File: config.mk
export PLATFORM = sky130hd
export DESIGN_NAME = bpc_bus_ctrl
export DESIGN_NICKNAME = d
export VERILOG_FILES = /design/src/hw/bpc_pkg.sv /design/src/hw/bpc_bus_ctrl.sv /design/src/hw/bpc_clock_out.sv /design/src/hw/bpc_irq_gate.sv
export SDC_FILE = /design/constraint.sdc
export NUM_CORES = 1
export LEC_CHECK = 0
export BUFFER_PORTS_ARGS = -buffer_cell sky130_fd_sc_hd__clkbuf_2
export CAP_MARGIN = 20
export CELL_PAD_IN_SITES_DETAIL_PLACEMENT = 2
export CELL_PAD_IN_SITES_GLOBAL_PLACEMENT = 2
export CORE_MARGIN = 3
export CORE_UTILIZATION = 27
export CTS_CLUSTER_SIZE = 25
export DETAILED_ROUTE_END_ITERATION = 10
export PLACE_DENSITY_LB_ADDON = 0.1
export SLEW_MARGIN = 20
export SYNTH_ARGS = -nofsm -noshare
export SYNTH_HDL_FRONTEND = slang
export SYNTH_SLANG_ARGS = --single-unit
File: constraint.sdc
create_clock -name clock -period 3.2 [get_ports clock]
set_input_delay 0.16 -clock clock [delete_from_list [all_inputs] [get_ports clock]]
set_output_delay 0.16 -clock clock [all_outputs]
set_load 0.005 [all_outputs]
File: src/hw/bpc_pkg.sv
// Shared types, field layouts and constants of the external bus pin controller.
// Assumes a single 200 MHz clock; every user of this package writes bpc_pkg::name.
package bpc_pkg;

    // Widths of the external buses and pin groups
    localparam int ADDR_W    = 26;
    localparam int DATA_W    = 32;
    localparam int LANES     = 4;
    localparam int AREAS     = 3;
    localparam int INTS      = 4;
    localparam int PORT_PINS = 3;

    // Address bit that turns the I/O read pin into a combined data strobe
    localparam int IO_MODE_BIT = 10;

    // Access timing in clock cycles
    localparam logic [1:0] STROBE_CYCLES = 2'h2;
    localparam logic [1:0] STROBE_LAST   = STROBE_CYCLES - 2'h1;

    // Clock output: half period in processor clocks
    localparam logic [3:0] PERIPHERAL_CLOCK_OUT_HALF = 4'h2;
    localparam logic [3:0] PERIPHERAL_CLOCK_OUT_LAST = PERIPHERAL_CLOCK_OUT_HALF - 4'h1;

    // Kind of external cycle asked for by the core
    typedef enum logic [1:0] {
        BPC_KIND_DRAM,
        BPC_KIND_REFRESH,
        BPC_KIND_MEM,
        BPC_KIND_IO
    } bpc_kind_type;

    // One access request from the core side
    typedef struct packed {
        bpc_kind_type        kind;
        logic                write;
        logic [1:0]          area;
        logic [LANES-1:0]    bytes;
        logic [ADDR_W-1:0]   addr;
        logic [DATA_W-1:0]   wdata;
    } bpc_req_type;

    // All active-low bus control strobes, driven together
    typedef struct packed {
        logic                row_n;
        logic [LANES-1:0]    column_strobe_n;
        logic                write_n;
        logic [AREAS-1:0]    area_select_n;
        logic [LANES-1:0]    byte_write_n;
        logic                output_enable_n;
        logic                io_read_strobe_n;
        logic                io_write_strobe_n;
    } bpc_strobe_type;

    localparam bpc_strobe_type STROBES_IDLE = 16'hFFFF;

    // Function control register fields used by this block
    typedef struct packed {
        logic [INTS-1:0]      interrupt_input_mask;
        logic [PORT_PINS-1:0] port_pin_direction;
        logic [PORT_PINS-1:0] port_pin_drive;
    } bpc_fcr_type;

    // Even parity of each data byte lane
    function automatic logic [LANES-1:0] byte_parity(input logic [DATA_W-1:0] d);
        logic [LANES-1:0] p;
        p = '0;
        for (int i = 0; i < LANES; i++)
        begin
            p[i] = ^d[i*8 +: 8];
        end
        return p;
    endfunction

endpackage

File: src/hw/bpc_bus_ctrl.sv
// External bus pin controller: strobes, arbitration handshake, data and parity,
// general port pins, interrupt gating and clock output.
// Assumes one 200 MHz clock, synchronous pin inputs and an external arbiter.
`timescale 1ns/10ps
module bpc_bus_ctrl (
    input  wire logic                           clock,
    input  wire logic                           rstn,
    input  wire logic                           memory_area_zero_is_sram,
    input  wire logic                           req_valid,
    input  wire bpc_pkg::bpc_req_type           req,
    output logic                                req_ready,
    output logic                                done,
    output logic      [bpc_pkg::DATA_W-1:0]     read_data,
    output logic                                parity_error,
    input  wire logic                           grant_n,
    output logic                                bus_request,
    output logic                                bus_master_active,
    output logic                                bus_drive_en,
    output logic      [bpc_pkg::ADDR_W-1:0]     address,
    output bpc_pkg::bpc_strobe_type             strobes,
    input  wire logic [bpc_pkg::DATA_W-1:0]     data_in,
    output logic      [bpc_pkg::DATA_W-1:0]     data_out,
    output logic                                data_oe,
    input  wire logic [bpc_pkg::LANES-1:0]      parity_in,
    output logic      [bpc_pkg::LANES-1:0]      parity_out,
    output logic                                parity_oe,
    input  wire bpc_pkg::bpc_fcr_type           function_control_register,
    input  wire logic                           interrupt_lock,
    input  wire logic [bpc_pkg::INTS-1:0]       interrupt_inputs,
    output logic      [bpc_pkg::INTS-1:0]       interrupt_take,
    input  wire logic [bpc_pkg::PORT_PINS-1:0]  port_pin_in,
    output logic      [bpc_pkg::PORT_PINS-1:0]  port_pin_out,
    output logic      [bpc_pkg::PORT_PINS-1:0]  port_pin_oe,
    output logic      [bpc_pkg::PORT_PINS-1:0]  port_pin_value,
    output logic                                peripheral_clock_out
);

    typedef enum logic [2:0] {
        ST_IDLE,
        ST_ASK,
        ST_SETUP,
        ST_STROBE,
        ST_END
    } bpc_state_type;

    bpc_state_type           state_reg;
    bpc_state_type           state_next;
    bpc_pkg::bpc_req_type    cur_reg;
    bpc_pkg::bpc_strobe_type strobes_next;
    logic [1:0]              strobe_count_reg;
    logic                    take;
    logic                    strobe_done;
    logic                    on_bus_next;
    logic                    drives_data_next;

    assign take        = req_valid && req_ready;
    assign strobe_done = (state_reg == ST_STROBE) && (strobe_count_reg == bpc_pkg::STROBE_LAST);

    // Sequencer: request, wait for grant, setup, strobe, release
    always_comb
    begin
        state_next = state_reg;
        case (state_reg)
            ST_IDLE:   if (take) state_next = ST_ASK;
            ST_ASK:    if (!grant_n) state_next = ST_SETUP;
            ST_SETUP:  state_next = ST_STROBE;
            ST_STROBE: if (strobe_done) state_next = ST_END;
            ST_END:    state_next = ST_IDLE;
            default:   state_next = ST_IDLE;
        endcase
    end

    // State and access capture; reset forces idle
    always_ff @(posedge clock or negedge rstn)
    begin
        if (!rstn)
        begin
            state_reg <= ST_IDLE;
            cur_reg   <= '0;
        end
        else
        begin
            state_reg <= state_next;
            if (take)
                cur_reg <= req;
        end
    end

    // Strobe phase counter
    always_ff @(posedge clock or negedge rstn)
    begin
        if (!rstn)
            strobe_count_reg <= 2'h0;
        else if (state_reg == ST_STROBE && !strobe_done)
            strobe_count_reg <= strobe_count_reg + 2'h1;
        else
            strobe_count_reg <= 2'h0;
    end

    // Strobe decode from the coming state, so registered pins line up with it
    always_comb
    begin
        strobes_next = bpc_pkg::STROBES_IDLE;
        if (state_next == ST_SETUP || state_next == ST_STROBE)
        begin
            if (cur_reg.kind != bpc_pkg::BPC_KIND_REFRESH)
                strobes_next.write_n = !cur_reg.write;
            case (cur_reg.kind)
                bpc_pkg::BPC_KIND_DRAM:
                begin
                    strobes_next.row_n = 1'b0;
                    if (state_next == ST_STROBE)
                        strobes_next.column_strobe_n = ~cur_reg.bytes;
                end
                bpc_pkg::BPC_KIND_REFRESH:
                begin
                    // Column strobes lead, row follows: CAS-before-RAS refresh
                    strobes_next.column_strobe_n = '0;
                    if (state_next == ST_STROBE)
                        strobes_next.row_n = 1'b0;
                end
                bpc_pkg::BPC_KIND_MEM:
                begin
                    if (cur_reg.area == 2'h0)
                        strobes_next.row_n = !memory_area_zero_is_sram;
                    else
                        strobes_next.area_select_n[cur_reg.area - 2'h1] = 1'b0;
                    if (state_next == ST_STROBE && !cur_reg.write)
                        strobes_next.output_enable_n = 1'b0;
                    if (state_next == ST_STROBE && cur_reg.write)
                        strobes_next.byte_write_n = ~cur_reg.bytes;
                end
                bpc_pkg::BPC_KIND_IO:
                begin
                    if (state_next == ST_STROBE)
                    begin
                        // Data strobe mode uses the read pin for both directions
                        if (cur_reg.addr[bpc_pkg::IO_MODE_BIT])
                            strobes_next.io_read_strobe_n = 1'b0;
                        else if (cur_reg.write)
                            strobes_next.io_write_strobe_n = 1'b0;
                        else
                            strobes_next.io_read_strobe_n = 1'b0;
                    end
                end
                default: strobes_next = bpc_pkg::STROBES_IDLE;
            endcase
        end
    end

    assign on_bus_next      = (state_next == ST_SETUP) || (state_next == ST_STROBE) ||
                              (state_next == ST_END);
    assign drives_data_next = cur_reg.write && (cur_reg.kind != bpc_pkg::BPC_KIND_REFRESH) &&
                              ((state_next == ST_SETUP) || (state_next == ST_STROBE));

    // Registered strobe pins; idle level outside an access
    always_ff @(posedge clock or negedge rstn)
    begin
        if (!rstn)
            strobes <= bpc_pkg::STROBES_IDLE;
        else
            strobes <= strobes_next;
    end

    // Arbitration handshake and tristate control of address and strobes
    always_ff @(posedge clock or negedge rstn)
    begin
        if (!rstn)
        begin
            req_ready         <= 1'b0;
            bus_request       <= 1'b0;
            bus_master_active <= 1'b0;
            bus_drive_en      <= 1'b0;
            address           <= '0;
        end
        else
        begin
            req_ready         <= (state_next == ST_IDLE);
            bus_request       <= (state_next == ST_ASK) || on_bus_next;
            bus_master_active <= on_bus_next;
            bus_drive_en      <= on_bus_next;
            address           <= on_bus_next ? cur_reg.addr : '0;
        end
    end

    // Write data and parity drive; the pins float outside the write phases
    always_ff @(posedge clock or negedge rstn)
    begin
        if (!rstn)
        begin
            data_out   <= '0;
            data_oe    <= 1'b0;
            parity_out <= '0;
            parity_oe  <= 1'b0;
        end
        else
        begin
            data_oe    <= drives_data_next;
            parity_oe  <= drives_data_next;
            data_out   <= drives_data_next ? cur_reg.wdata : '0;
            parity_out <= drives_data_next ? bpc_pkg::byte_parity(cur_reg.wdata) : '0;
        end
    end

    // Read capture and parity check at the last strobe cycle
    always_ff @(posedge clock or negedge rstn)
    begin
        if (!rstn)
        begin
            done         <= 1'b0;
            read_data    <= '0;
            parity_error <= 1'b0;
        end
        else
        begin
            done         <= strobe_done;
            parity_error <= 1'b0;
            if (strobe_done && !cur_reg.write && cur_reg.kind != bpc_pkg::BPC_KIND_REFRESH)
            begin
                read_data    <= data_in;
                // Only lanes that were read can raise an error
                parity_error <= |((bpc_pkg::byte_parity(data_in) ^ parity_in)
                                  & cur_reg.bytes);
            end
        end
    end

    // General port pins: direction and drive come from the control register
    always_ff @(posedge clock or negedge rstn)
    begin
        if (!rstn)
        begin
            port_pin_oe    <= '0;
            port_pin_out   <= '0;
            port_pin_value <= '0;
        end
        else
        begin
            port_pin_oe    <= function_control_register.port_pin_direction;
            port_pin_out   <= function_control_register.port_pin_drive;
            port_pin_value <= port_pin_in;
        end
    end

    bpc_irq_gate u_irq_gate (
        .clock                (clock),
        .rstn                 (rstn),
        .interrupt_inputs     (interrupt_inputs),
        .interrupt_input_mask (function_control_register.interrupt_input_mask),
        .interrupt_lock       (interrupt_lock),
        .interrupt_take       (interrupt_take)
    );

    bpc_clock_out u_clock_out (
        .clock                (clock),
        .rstn                 (rstn),
        .peripheral_clock_out (peripheral_clock_out)
    );
endmodule // bpc_bus_ctrl

File: src/hw/bpc_clock_out.sv
// Divider that makes the peripheral clock output from the processor clock.
// Assumes the processor clock is the only clock; the output is a registered level.
`timescale 1ns/10ps
module bpc_clock_out (
    input  wire logic clock,
    input  wire logic rstn,
    output logic      peripheral_clock_out
);

    logic [3:0] div_count_reg;
    logic       half_tick_reg;

    // Half-period enable pulse; one cycle wide
    always_ff @(posedge clock or negedge rstn)
    begin
        if (!rstn)
        begin
            div_count_reg <= 4'h0;
            half_tick_reg <= 1'b0;
        end
        else if (div_count_reg == bpc_pkg::PERIPHERAL_CLOCK_OUT_LAST)
        begin
            div_count_reg <= 4'h0;
            half_tick_reg <= 1'b1;
        end
        else
        begin
            div_count_reg <= div_count_reg + 4'h1;
            half_tick_reg <= 1'b0;
        end
    end

    // Toggle on each enable so peripherals see a clean square wave
    always_ff @(posedge clock or negedge rstn)
    begin
        if (!rstn)
            peripheral_clock_out <= 1'b0;
        else if (half_tick_reg)
            peripheral_clock_out <= !peripheral_clock_out;
    end
endmodule // bpc_clock_out

File: src/hw/bpc_irq_gate.sv
// Gating of the four interrupt inputs by lock flag and per-input mask.
// Assumes inputs are already synchronous; a taken bit stays while its cause stays.
`timescale 1ns/10ps
module bpc_irq_gate (
    input  wire logic                      clock,
    input  wire logic                      rstn,
    input  wire logic [bpc_pkg::INTS-1:0]  interrupt_inputs,
    input  wire logic [bpc_pkg::INTS-1:0]  interrupt_input_mask,
    input  wire logic                      interrupt_lock,
    output logic      [bpc_pkg::INTS-1:0]  interrupt_take
);

    // A request is passed only while unlocked and unmasked
    always_ff @(posedge clock or negedge rstn)
    begin
        if (!rstn)
            interrupt_take <= '0;
        else if (interrupt_lock)
            interrupt_take <= '0;
        else
            interrupt_take <= interrupt_inputs & ~interrupt_input_mask;
    end
endmodule // bpc_irq_gate

==> results of run 1 <==
synth_stat cells, drive strengths merged:
cell type	instances
o41a	1
and2	58
a211oi	2
nor3b	4
buf	12
o41ai	1
inv	8
o21ai	1
dfstp	16
nand2	11
nor2	9
dfrtp	191
ha	1
a21o	1
xnor2	30
nand4	1
nand3b	3
mux2	99
clkbuf	7
nor4b	1
nor2b	2
xnor3	8
nand2b	11
xor2	13
o211ai	1
a21oi	6
nor3	3
mux2i	5
nand4b	1
a2111oi	1
nand3	2
and3	3
nor4	1
final timing paths:
kind | from | end | slack (ns) | depth (start not counted)
min in group asynchronous | rstn | port_pin_out[1] | 0.17 | 2
max in group asynchronous | rstn | strobes[10] | 2.16 | 3
setup / recovery | strobe_count_reg[0] | data_out[0] | 0.78 | 6
hold / removal | grant_n | state_reg[1] | 0.06 | 3
setup reg to reg | strobe_count_reg[0] | data_out[0] | 0.78 | 6
hold reg to reg | u_clock_out.half_tick_reg | u_clock_out.peripheral_clock_out | 0.44 | 1
logic make-up after synthesis:
| family | Yosys count |
|---|---|
| flops | 207 |
| mux | 104 |
| compound gates | 14 |
| buf+inv | 27 |
| fa+ha+maj | 1 |
| simple gates | 110 |
| xor+xnor | 51 |
layout make-up:
cell class	count	area (sq um)	share of cell area, %
diodes	1	2.50	0.0216
clock inverters	6	58.8	0.508
well taps	378	473	4.09
multi-input cells	280	2530	21.8
flip-flops and latches	207	5200	45.0
repair buffers	381	2550	22.0
inverters	8	30.0	0.260
clock buffers	39	728	6.30
per-layer routing:
layer  vias up  share of wire, %
met4         0               1.9
met2       172                51
met1      2709                40
met3        28               6.5
li1       2494                 -
met5         -                 0
per-stage QoR:
step	util, %	power (W)	hold WS, ns	std cells	setup slack [ns]
4_1_cts	40.9	0.0108	0.0285	1299	0.731
5_1_grt	41.0	0.0113	0.0679	1300	0.501
6_report	41.0	0.0105	0.0603	1300	0.780
3_5_place_dp	34.0	0.00785	0.161	1136	0.733
2_1_floorplan	-	0.00634	-0.136	514	1.47
3_3_place_gp	34.0	0.00768	0.147	1136	0.794
timing repair:
| item | CTS | global route |
|---|---|---|
| resized for setup | 0 | 0 |
| hold buffers | 118 | 0 |
| endpoints found under the hold margin | 163 | 0 |
report_power, final:
group | total, W | internal (W) | switching [W]
sequential | 0.00439 | 0.00374 | 0.000648
combinational | 0.00343 | 0.00189 | 0.00154
clock | 0.00270 | 0.00164 | 0.00106
cells in the final DEF, fill, tap and decap left out, types with 2 or more instances in the layout:
cell             n
clkbuf_2       256
dfrtp_1        191
dlygate4sd3_1  118
mux2_2          97
and2_1          58
xnor2_1         30
clkbuf_16       25
dfstp_2         16
xor2_1          13
nand2b_1        10
nand2_1         10
nor2_1           9
clkbuf_1         9
inv_1            8
xnor3_1          8
clkbuf_8         6
a21oi_1          5
mux2i_1          5
nor3b_1          4
clkinv_2         4
buf_4            4
and3_1           3
nor3_1           3
nor2b_1          2
nand3_1          2
nand3b_1         2
mux2_1           2
buf_12           2
critical path: stages, from the launching register on:
cell and delay [ns]:
dfrtp_1 0.38, ha_1 0.26, and3_1 0.25, a211oi_2 0.30, and3_1 0.71, buf_4 0.30, and2_1 0.14
==> flow_metrics.tcl, run 1 <==
set metrics [dict create \
    syn_nets 641 \
    cap_violations 0 \
    drc 0 \
    largest_reg_flops 67 \
    muxShareOfSynthArea_pct 14.8 \
    synth.largest_area_cell "dfrtp_1" \
    status "finished, final reports clean" \
    leakage_nw 5.60 \
    antenna_found_initial 1 \
    synth_top_area_share_pct 60.9 \
    final_layout_size_suffix_gt1_share_pct 45.5 \
    skew_ns 0.00831 \
    finalSetupViolations 0 \
    crit_fanout 22 \
    postPlaceCellArea_sq_um 9590 \
    num_rows 61 \
    track_usage_pct 14.1 \
    die-area_sq_um 31200 \
    hold_violations 0 \
    overflow 0 \
    yosysSeqAreaShare_pct 66.3 \
    first_iter_violations 159 \
    wl_um 22200 \
    route.vias.total 5403 \
    ys.warnings.count 0 \
    clk_pin_slew_ns 0.06 \
    synth_top_family_by_area "multiplexers" \
    powerDensity_nw_per_um2 909 \
    ant_nets 0 \
    worstSkewPairLatency_ns 0.51 \
    arrival_ns 2.86 \
    fp.dieH_um 176 \
    netlist_instances 514 \
    grt_pass1_vias 6199 \
    gp_routability_congestion 0.716 \
    use_met2_pct 25.5 \
    grt_max_degree 82 \
    core-area_sq_um 28200 \
    synthXorXnorAreaFrac_pct 7.09 \
    grt.busiest_layer "met2" \
    start_util_pct 27.8 \
    nNetsFinal 1030 \
    synth_compound_area_share_pct 1.34 \
    fillers 2890 \
    ys_seq_elements 207 \
    cts_buffers 25 \
    cts.path.max_buffers 3 \
    grtUsageMet3_pct 3.68 \
    wire_per_inst_um 17.1 \
    io_buffers 257 \
    routed_via_density 4.16 \
    ios 258 \
    ys_types 38 \
    cts_setup_buffers 0 \
    tightest_slew_ns 0.997 \
    relSlewSlack_pct 33.5 \
    crit_type "register to register" \
    crit_required_ns 3.64 \
    ys_top_cells_by_area "dfrtp_1, mux2_2, dfstp_2" \
    avgSynthCellArea_sq_um 15.3 \
    start_kind "register" \
    hold_path.class "primary input to register" \
    clockRootBuffer "clkbuf_16" \
    final.period_utilization_pct 75.6 \
    syn_area_sq_um 7850 \
    fin_area_sq_um 11600 \
    drtPass1Iterations 4 \
    synth-adder-area-share_pct 0.159 \
    rsz0062_at_grt "false" \
    ir_drop_mv 0.472 \
    cts_max_level 1 \
    area_growth_pct 47.3 \
    synthSimpleGateAreaFrac_pct 8.61 \
    cts_tree "done" \
    use_met1_pct 16.7 \
    end_kind "register" \
    clock_sinks 207 \
    tns_ns 0 \
    dp_hpwl_um 15000 \
    grt_pass1_wl_um 35000 \
    slew_viol_final 0 \
    fmax_mhz 413 \
    die_x_um 176 \
    period_minus_slack_ns 2.42 \
]
(Power assumes the default switching activity.)
==> run 2, diff against run 1 <==
- clock period: 3.2 -> 2.3 ns (I/O delays scaled with it)
==> flow_metrics.tcl, run 2 (synthesis gave the netlist of run 1 again) <==
set metrics [dict create \
    final_layout_size_suffix_gt1_share_pct 45.8 \
    cpMostUsedCell "and3_1" \
    cts_buffers 25 \
    cts_max_level 1 \
    fin_area_sq_um 11700 \
    end_kind "register" \
    timing.rr.end "parity_out[3]" \
    ir_drop_mv 0.550 \
    pre_cts_slack_ns 0.132 \
    slowest_stage "dfrtp_1" \
    ant_nets 0 \
    relSlewSlack_pct 59.9 \
    hold_violations 0 \
    clockRootBuffer "clkbuf_16" \
    cts.path.max_buffers 3 \
    route.vias.total 5459 \
    crit_required_ns 2.72 \
    area_growth_pct 48.8 \
    crit_type "register to register" \
    worst-r2r-setup-slack_ns 0.22 \
    first_iter_violations 116 \
    crit_start "strobe_count_reg[0]" \
    leakage_nw 5.65 \
    slew_viol_final 0 \
    io_buffers 257 \
    grt_pass1_wl_um 35700 \
    layout_commonest_cell "clkbuf_2" \
    crit_fanout 34 \
    tns_ns 0 \
    start_kind "register" \
    die_x_um 176 \
    rsz0062_at_grt "false" \
    track_usage_pct 14.4 \
    start_util_pct 27.8 \
    grt_pass1_vias 6303 \
    placedCellCount 1141 \
    drc 0 \
    n_antenna_cell 0 \
    grt_max_degree 69 \
    fp.dieH_um 176 \
    dp_hpwl_um 15600 \
    antenna_found_initial 0 \
    hold_path_end "bus_request" \
    final.period_utilization_pct 90.5 \
    die-area_sq_um 31200 \
    worstSkewPairLatency_ns 0.51 \
    status "finished, final reports clean" \
    cap_violations 0 \
    tightest_slew_ns 0.602 \
    rr_startpoint "strobe_count_reg[0]" \
    clk_pin_slew_ns 0.05 \
    fillers 2874 \
    powerDensity_nw_per_um2 1260 \
    most-common-layout-cells "clkbuf_2, dfrtp_1, dlygate4sd3_1" \
    finalWorstSetupSlack_ns 0.218 \
    drtPass1Iterations 4 \
    finalSetupViolations 0 \
    wire_per_inst_um 17.5 \
    min_from "req_valid" \
    postPlaceCellArea_sq_um 9680 \
    hold_path.class "primary input to register" \
    critPathMaxStageDelay_ns 0.40 \
    period_minus_slack_ns 2.08 \
    fmax_mhz 480 \
    ios 258 \
    fin_cells 1304 \
    routed_via_density 4.19 \
    largest_reg_flops 67 \
    holdPathStages 4 \
    core-area_sq_um 28200 \
    num_rows 61 \
    crit_chain "ha_1 > and3_1 > a211oi_2 > and3_1 > buf_6 > inv_1 > nor2_1" \
    arrival_ns 2.50 \
    overflow 0 \
    wl_um 22800 \
    nNetsFinal 1036 \
    gp_routability_congestion 0.713 \
    r2r_cells 7 \
    clock_sinks 207 \
    skew_ns 0.0231 \
    cts_tree "done" \
]
==> run 2: cell count changes in the layout (fill, tap and decap cells not counted) <==
| cell | delta |
|---|---|
| inv_6 | -1 |
| buf_12 | +4 |
| clkinv_4 | +1 |
| dlygate4sd3_1 | +1 |
| clkbuf_8 | +2 |
| clkbuf_1 | -1 |
| clkinv_2 | -2 |
| diode_2 | -1 |
| buf_6 | +1 |
==> run 2: critical path: cells and delay by family, from the launching register on <==
| family | cells | cell delay [ns] |
|---|---|---|
| buffers and inverters | 2 | 0.38 |
| DFF | 1 | 0.40 |
| adders and majority gates | 1 | 0.27 |
| and+or+nand+nor | 3 | 0.60 |
| AOI/OAI and AO/OA | 1 | 0.33 |
==> run 2: worst max-delay path by stage <==
stage | slack (ns) | end | cells past startpoint
2_1_floorplan | 0.57 | read_data[10] | 6
3_3_place_gp | 0.27 | parity_out[0] | 7
3_5_place_dp | 0.13 | parity_out[3] | 7
4_1_cts | 0.1 | parity_out[3] | 7
5_1_grt | 0.02 | parity_out[3] | 7
6_report | 0.22 | parity_out[3] | 7
==> run 2: timing repair <==
item | CTS | global route
endpoints found under the setup margin | 0 | 4
hold buffers | 119 | 0
gates resized for setup | 0 | 1
endpoints found under the hold margin | 166 | 0
setup buffers | 0 | 0
==> run 2: report_power, final <==
part / total [W] / switching [W] / internal (W)
Sequential: 0.00613 / 0.000917 / 0.00521
Combinational: 0.00483 / 0.00216 / 0.00267
Clock: 0.00380 / 0.00146 / 0.00233
Total: 0.0148 / 0.00455 / 0.0102
==> run 2: cell type report <==
| class | count | area, sq um | area share [%] |
|---|---|---|---|
| sequential | 207 | 5200 | 44.5 |
| tap | 378 | 473 | 4.05 |
| inverter | 8 | 30.0 | 0.257 |
| clock buffer | 40 | 752 | 6.44 |
| clock inverter | 4 | 48.8 | 0.418 |
| multi-input combinational | 280 | 2530 | 21.6 |
| timing repair buffer | 387 | 2650 | 22.7 |
==> run 2: through the flow <==
stage          util, %  hold slack [ns]  total power (W)
2_1_floorplan        -           -0.181          0.00882
3_3_place_gp      34.3            0.169           0.0107
3_5_place_dp      34.3            0.176           0.0110
4_1_cts           41.3            0.109           0.0151
5_1_grt           41.4            0.145           0.0159
6_report          41.4            0.123           0.0148
==> run 2: per-layer routing <==
metal / routed length [um] / share of wire, % / track usage, %
met2: 11700 / 51 / 26.2
met3: 1370 / 6.0 / 3.48
met1: 9240 / 40 / 17.2
met5: 0 / 0 / 0
met4: 516 / 2.3 / 3.44
==> run 3, diff against run 2 <==
- CORE_UTILIZATION: 27 -> 34
- CTS_CLUSTER_SIZE: 25 -> not set
==> flow_metrics.tcl, run 3 (synthesis gave the netlist of run 1 again) <==
set metrics [dict create \
    worstSkewPairLatency_ns 0.50 \
    finalWorstSetupSlack_ns 0.235 \
    io_buffers 257 \
    clockRootBuffer "clkbuf_16" \
    clock_sinks 207 \
    cts_max_level 1 \
    pre_cts_slack_ns 0.168 \
    hold_violations 0 \
    start_kind "register" \
    cts.path.max_buffers 3 \
    gp_routability_congestion 0.743 \
    rr_startpoint "strobe_count_reg[0]" \
    finalSetupViolations 0 \
    die-area_sq_um 24900 \
    cap_violations 0 \
    routed_via_density 4.59 \
    slew_viol_final 0 \
    holdPathStages 3 \
    layout_commonest_cell "clkbuf_2" \
    crit_type "register to register" \
    route.vias.total 5534 \
    grt_pass1_vias 6434 \
    hold_path.class "primary input to register" \
    largest_reg_flops 67 \
    most-common-layout-cells "clkbuf_2, dfrtp_1, dlygate4sd3_1" \
    status "finished, final reports clean" \
    area_growth_pct 47.0 \
    ios 258 \
    cts_tree "done" \
    clk_pin_slew_ns 0.06 \
    r2r_cells 7 \
    postPlaceCellArea_sq_um 9540 \
    rsz0062_at_grt "false" \
    worst-r2r-setup-slack_ns 0.23 \
    fin_area_sq_um 11500 \
    final_layout_size_suffix_gt1_share_pct 46.4 \
    crit_required_ns 2.74 \
    hold_path_end "state_reg[1]" \
    ant_nets 0 \
    die_x_um 158 \
    num_rows 54 \
    cts_buffers 25 \
    period_minus_slack_ns 2.07 \
    final.period_utilization_pct 89.8 \
    skew_ns 0.00849 \
    first_iter_violations 102 \
    relSlewSlack_pct 58.8 \
    end_kind "register" \
    wire_per_inst_um 19.9 \
    wl_um 24000 \
    p_total_w 0.0150 \
    leakage_nw 5.66 \
    start_util_pct 35.3 \
    n_antenna_cell 0 \
    nNetsFinal 1036 \
    fmax_mhz 484 \
    ir_drop_mv 0.535 \
    fp.dieH_um 158 \
    antenna_found_initial 1 \
    timing.rr.end "parity_out[1]" \
    dp_hpwl_um 15200 \
    crit_fanout 34 \
    overflow 0 \
    tns_ns 0 \
    utilization_pct 51.9 \
    arrival_ns 2.50 \
    tightest_slew_ns 0.618 \
    track_usage_pct 19.0 \
    powerDensity_nw_per_um2 1300 \
    grt_pass1_wl_um 37000 \
    drc 0 \
    drtPass1Iterations 4 \
    grt_max_degree 74 \
    core-area_sq_um 22200 \
    min_from "grant_n" \
]
[run 3: worst max path at each step]
| stage | startpoint | endpoint | slack [ns] | cells after the start |
|---|---|---|---|---|
| 3_3_place_gp | strobe_count_reg[0] | parity_out[0] | 0.33 | 7 |
| 4_1_cts | strobe_count_reg[0] | parity_out[1] | 0.14 | 7 |
| 3_5_place_dp | strobe_count_reg[0] | parity_out[1] | 0.17 | 7 |
| 2_1_floorplan | strobe_count_reg[1] | read_data[10] | 0.57 | 6 |
| 5_1_grt | strobe_count_reg[0] | parity_out[2] | 0.06 | 7 |
| 6_report | strobe_count_reg[0] | parity_out[1] | 0.23 | 7 |
[run 3: per-stage QoR]
stage | hold WS (ns) | instances
finish | 0.0402 | 1206
global route | 0.0611 | 1206
CTS | 0.0184 | 1206
floorplan | -0.181 | 514
global placement | 0.174 | 1044
detailed placement | 0.183 | 1044
[run 3: final cells by class]
cell class / instances / area [sq um]
Fill cell: 2114 / 10700
Sequential cell: 207 / 5200
Timing Repair Buffer: 387 / 2620
Multi-Input combinational cell: 280 / 2530
Clock buffer: 36 / 747
Tap cell: 280 / 350
Clock inverter: 8 / 67.6
Inverter: 8 / 30.0
[run 3: power breakdown]
part           leakage, nW  internal (W)  switching (W)
registers             2.54       0.00521       0.000941
clock network        0.407       0.00235        0.00149
logic                 2.71       0.00268        0.00231
total                 5.66        0.0102        0.00474
[run 3: worst max-delay path: stages (launching register included)]
cell and delay, ns:
dfrtp_1 0.40, ha_1 0.28, and3_1 0.25, a211oi_2 0.29
and3_1 0.22, buf_6 0.25, inv_1 0.16, nor2_1 0.13
[run 3: layer usage]
layer	wire, um	track usage (%)	part of all wire [%]
met3	1630	5.19	6.8
met4	483	4.26	2.0
met2	12900	35.4	54
met1	8960	21.8	37
met5	13	0	0.054
[run 3: timing repair]
item	in CTS	in global routing
endpoints found under the setup margin	0	1
gates resized for setup	0	1
setup buffers	0	0
hold buffers	118	0
endpoints found under the hold margin	168	0
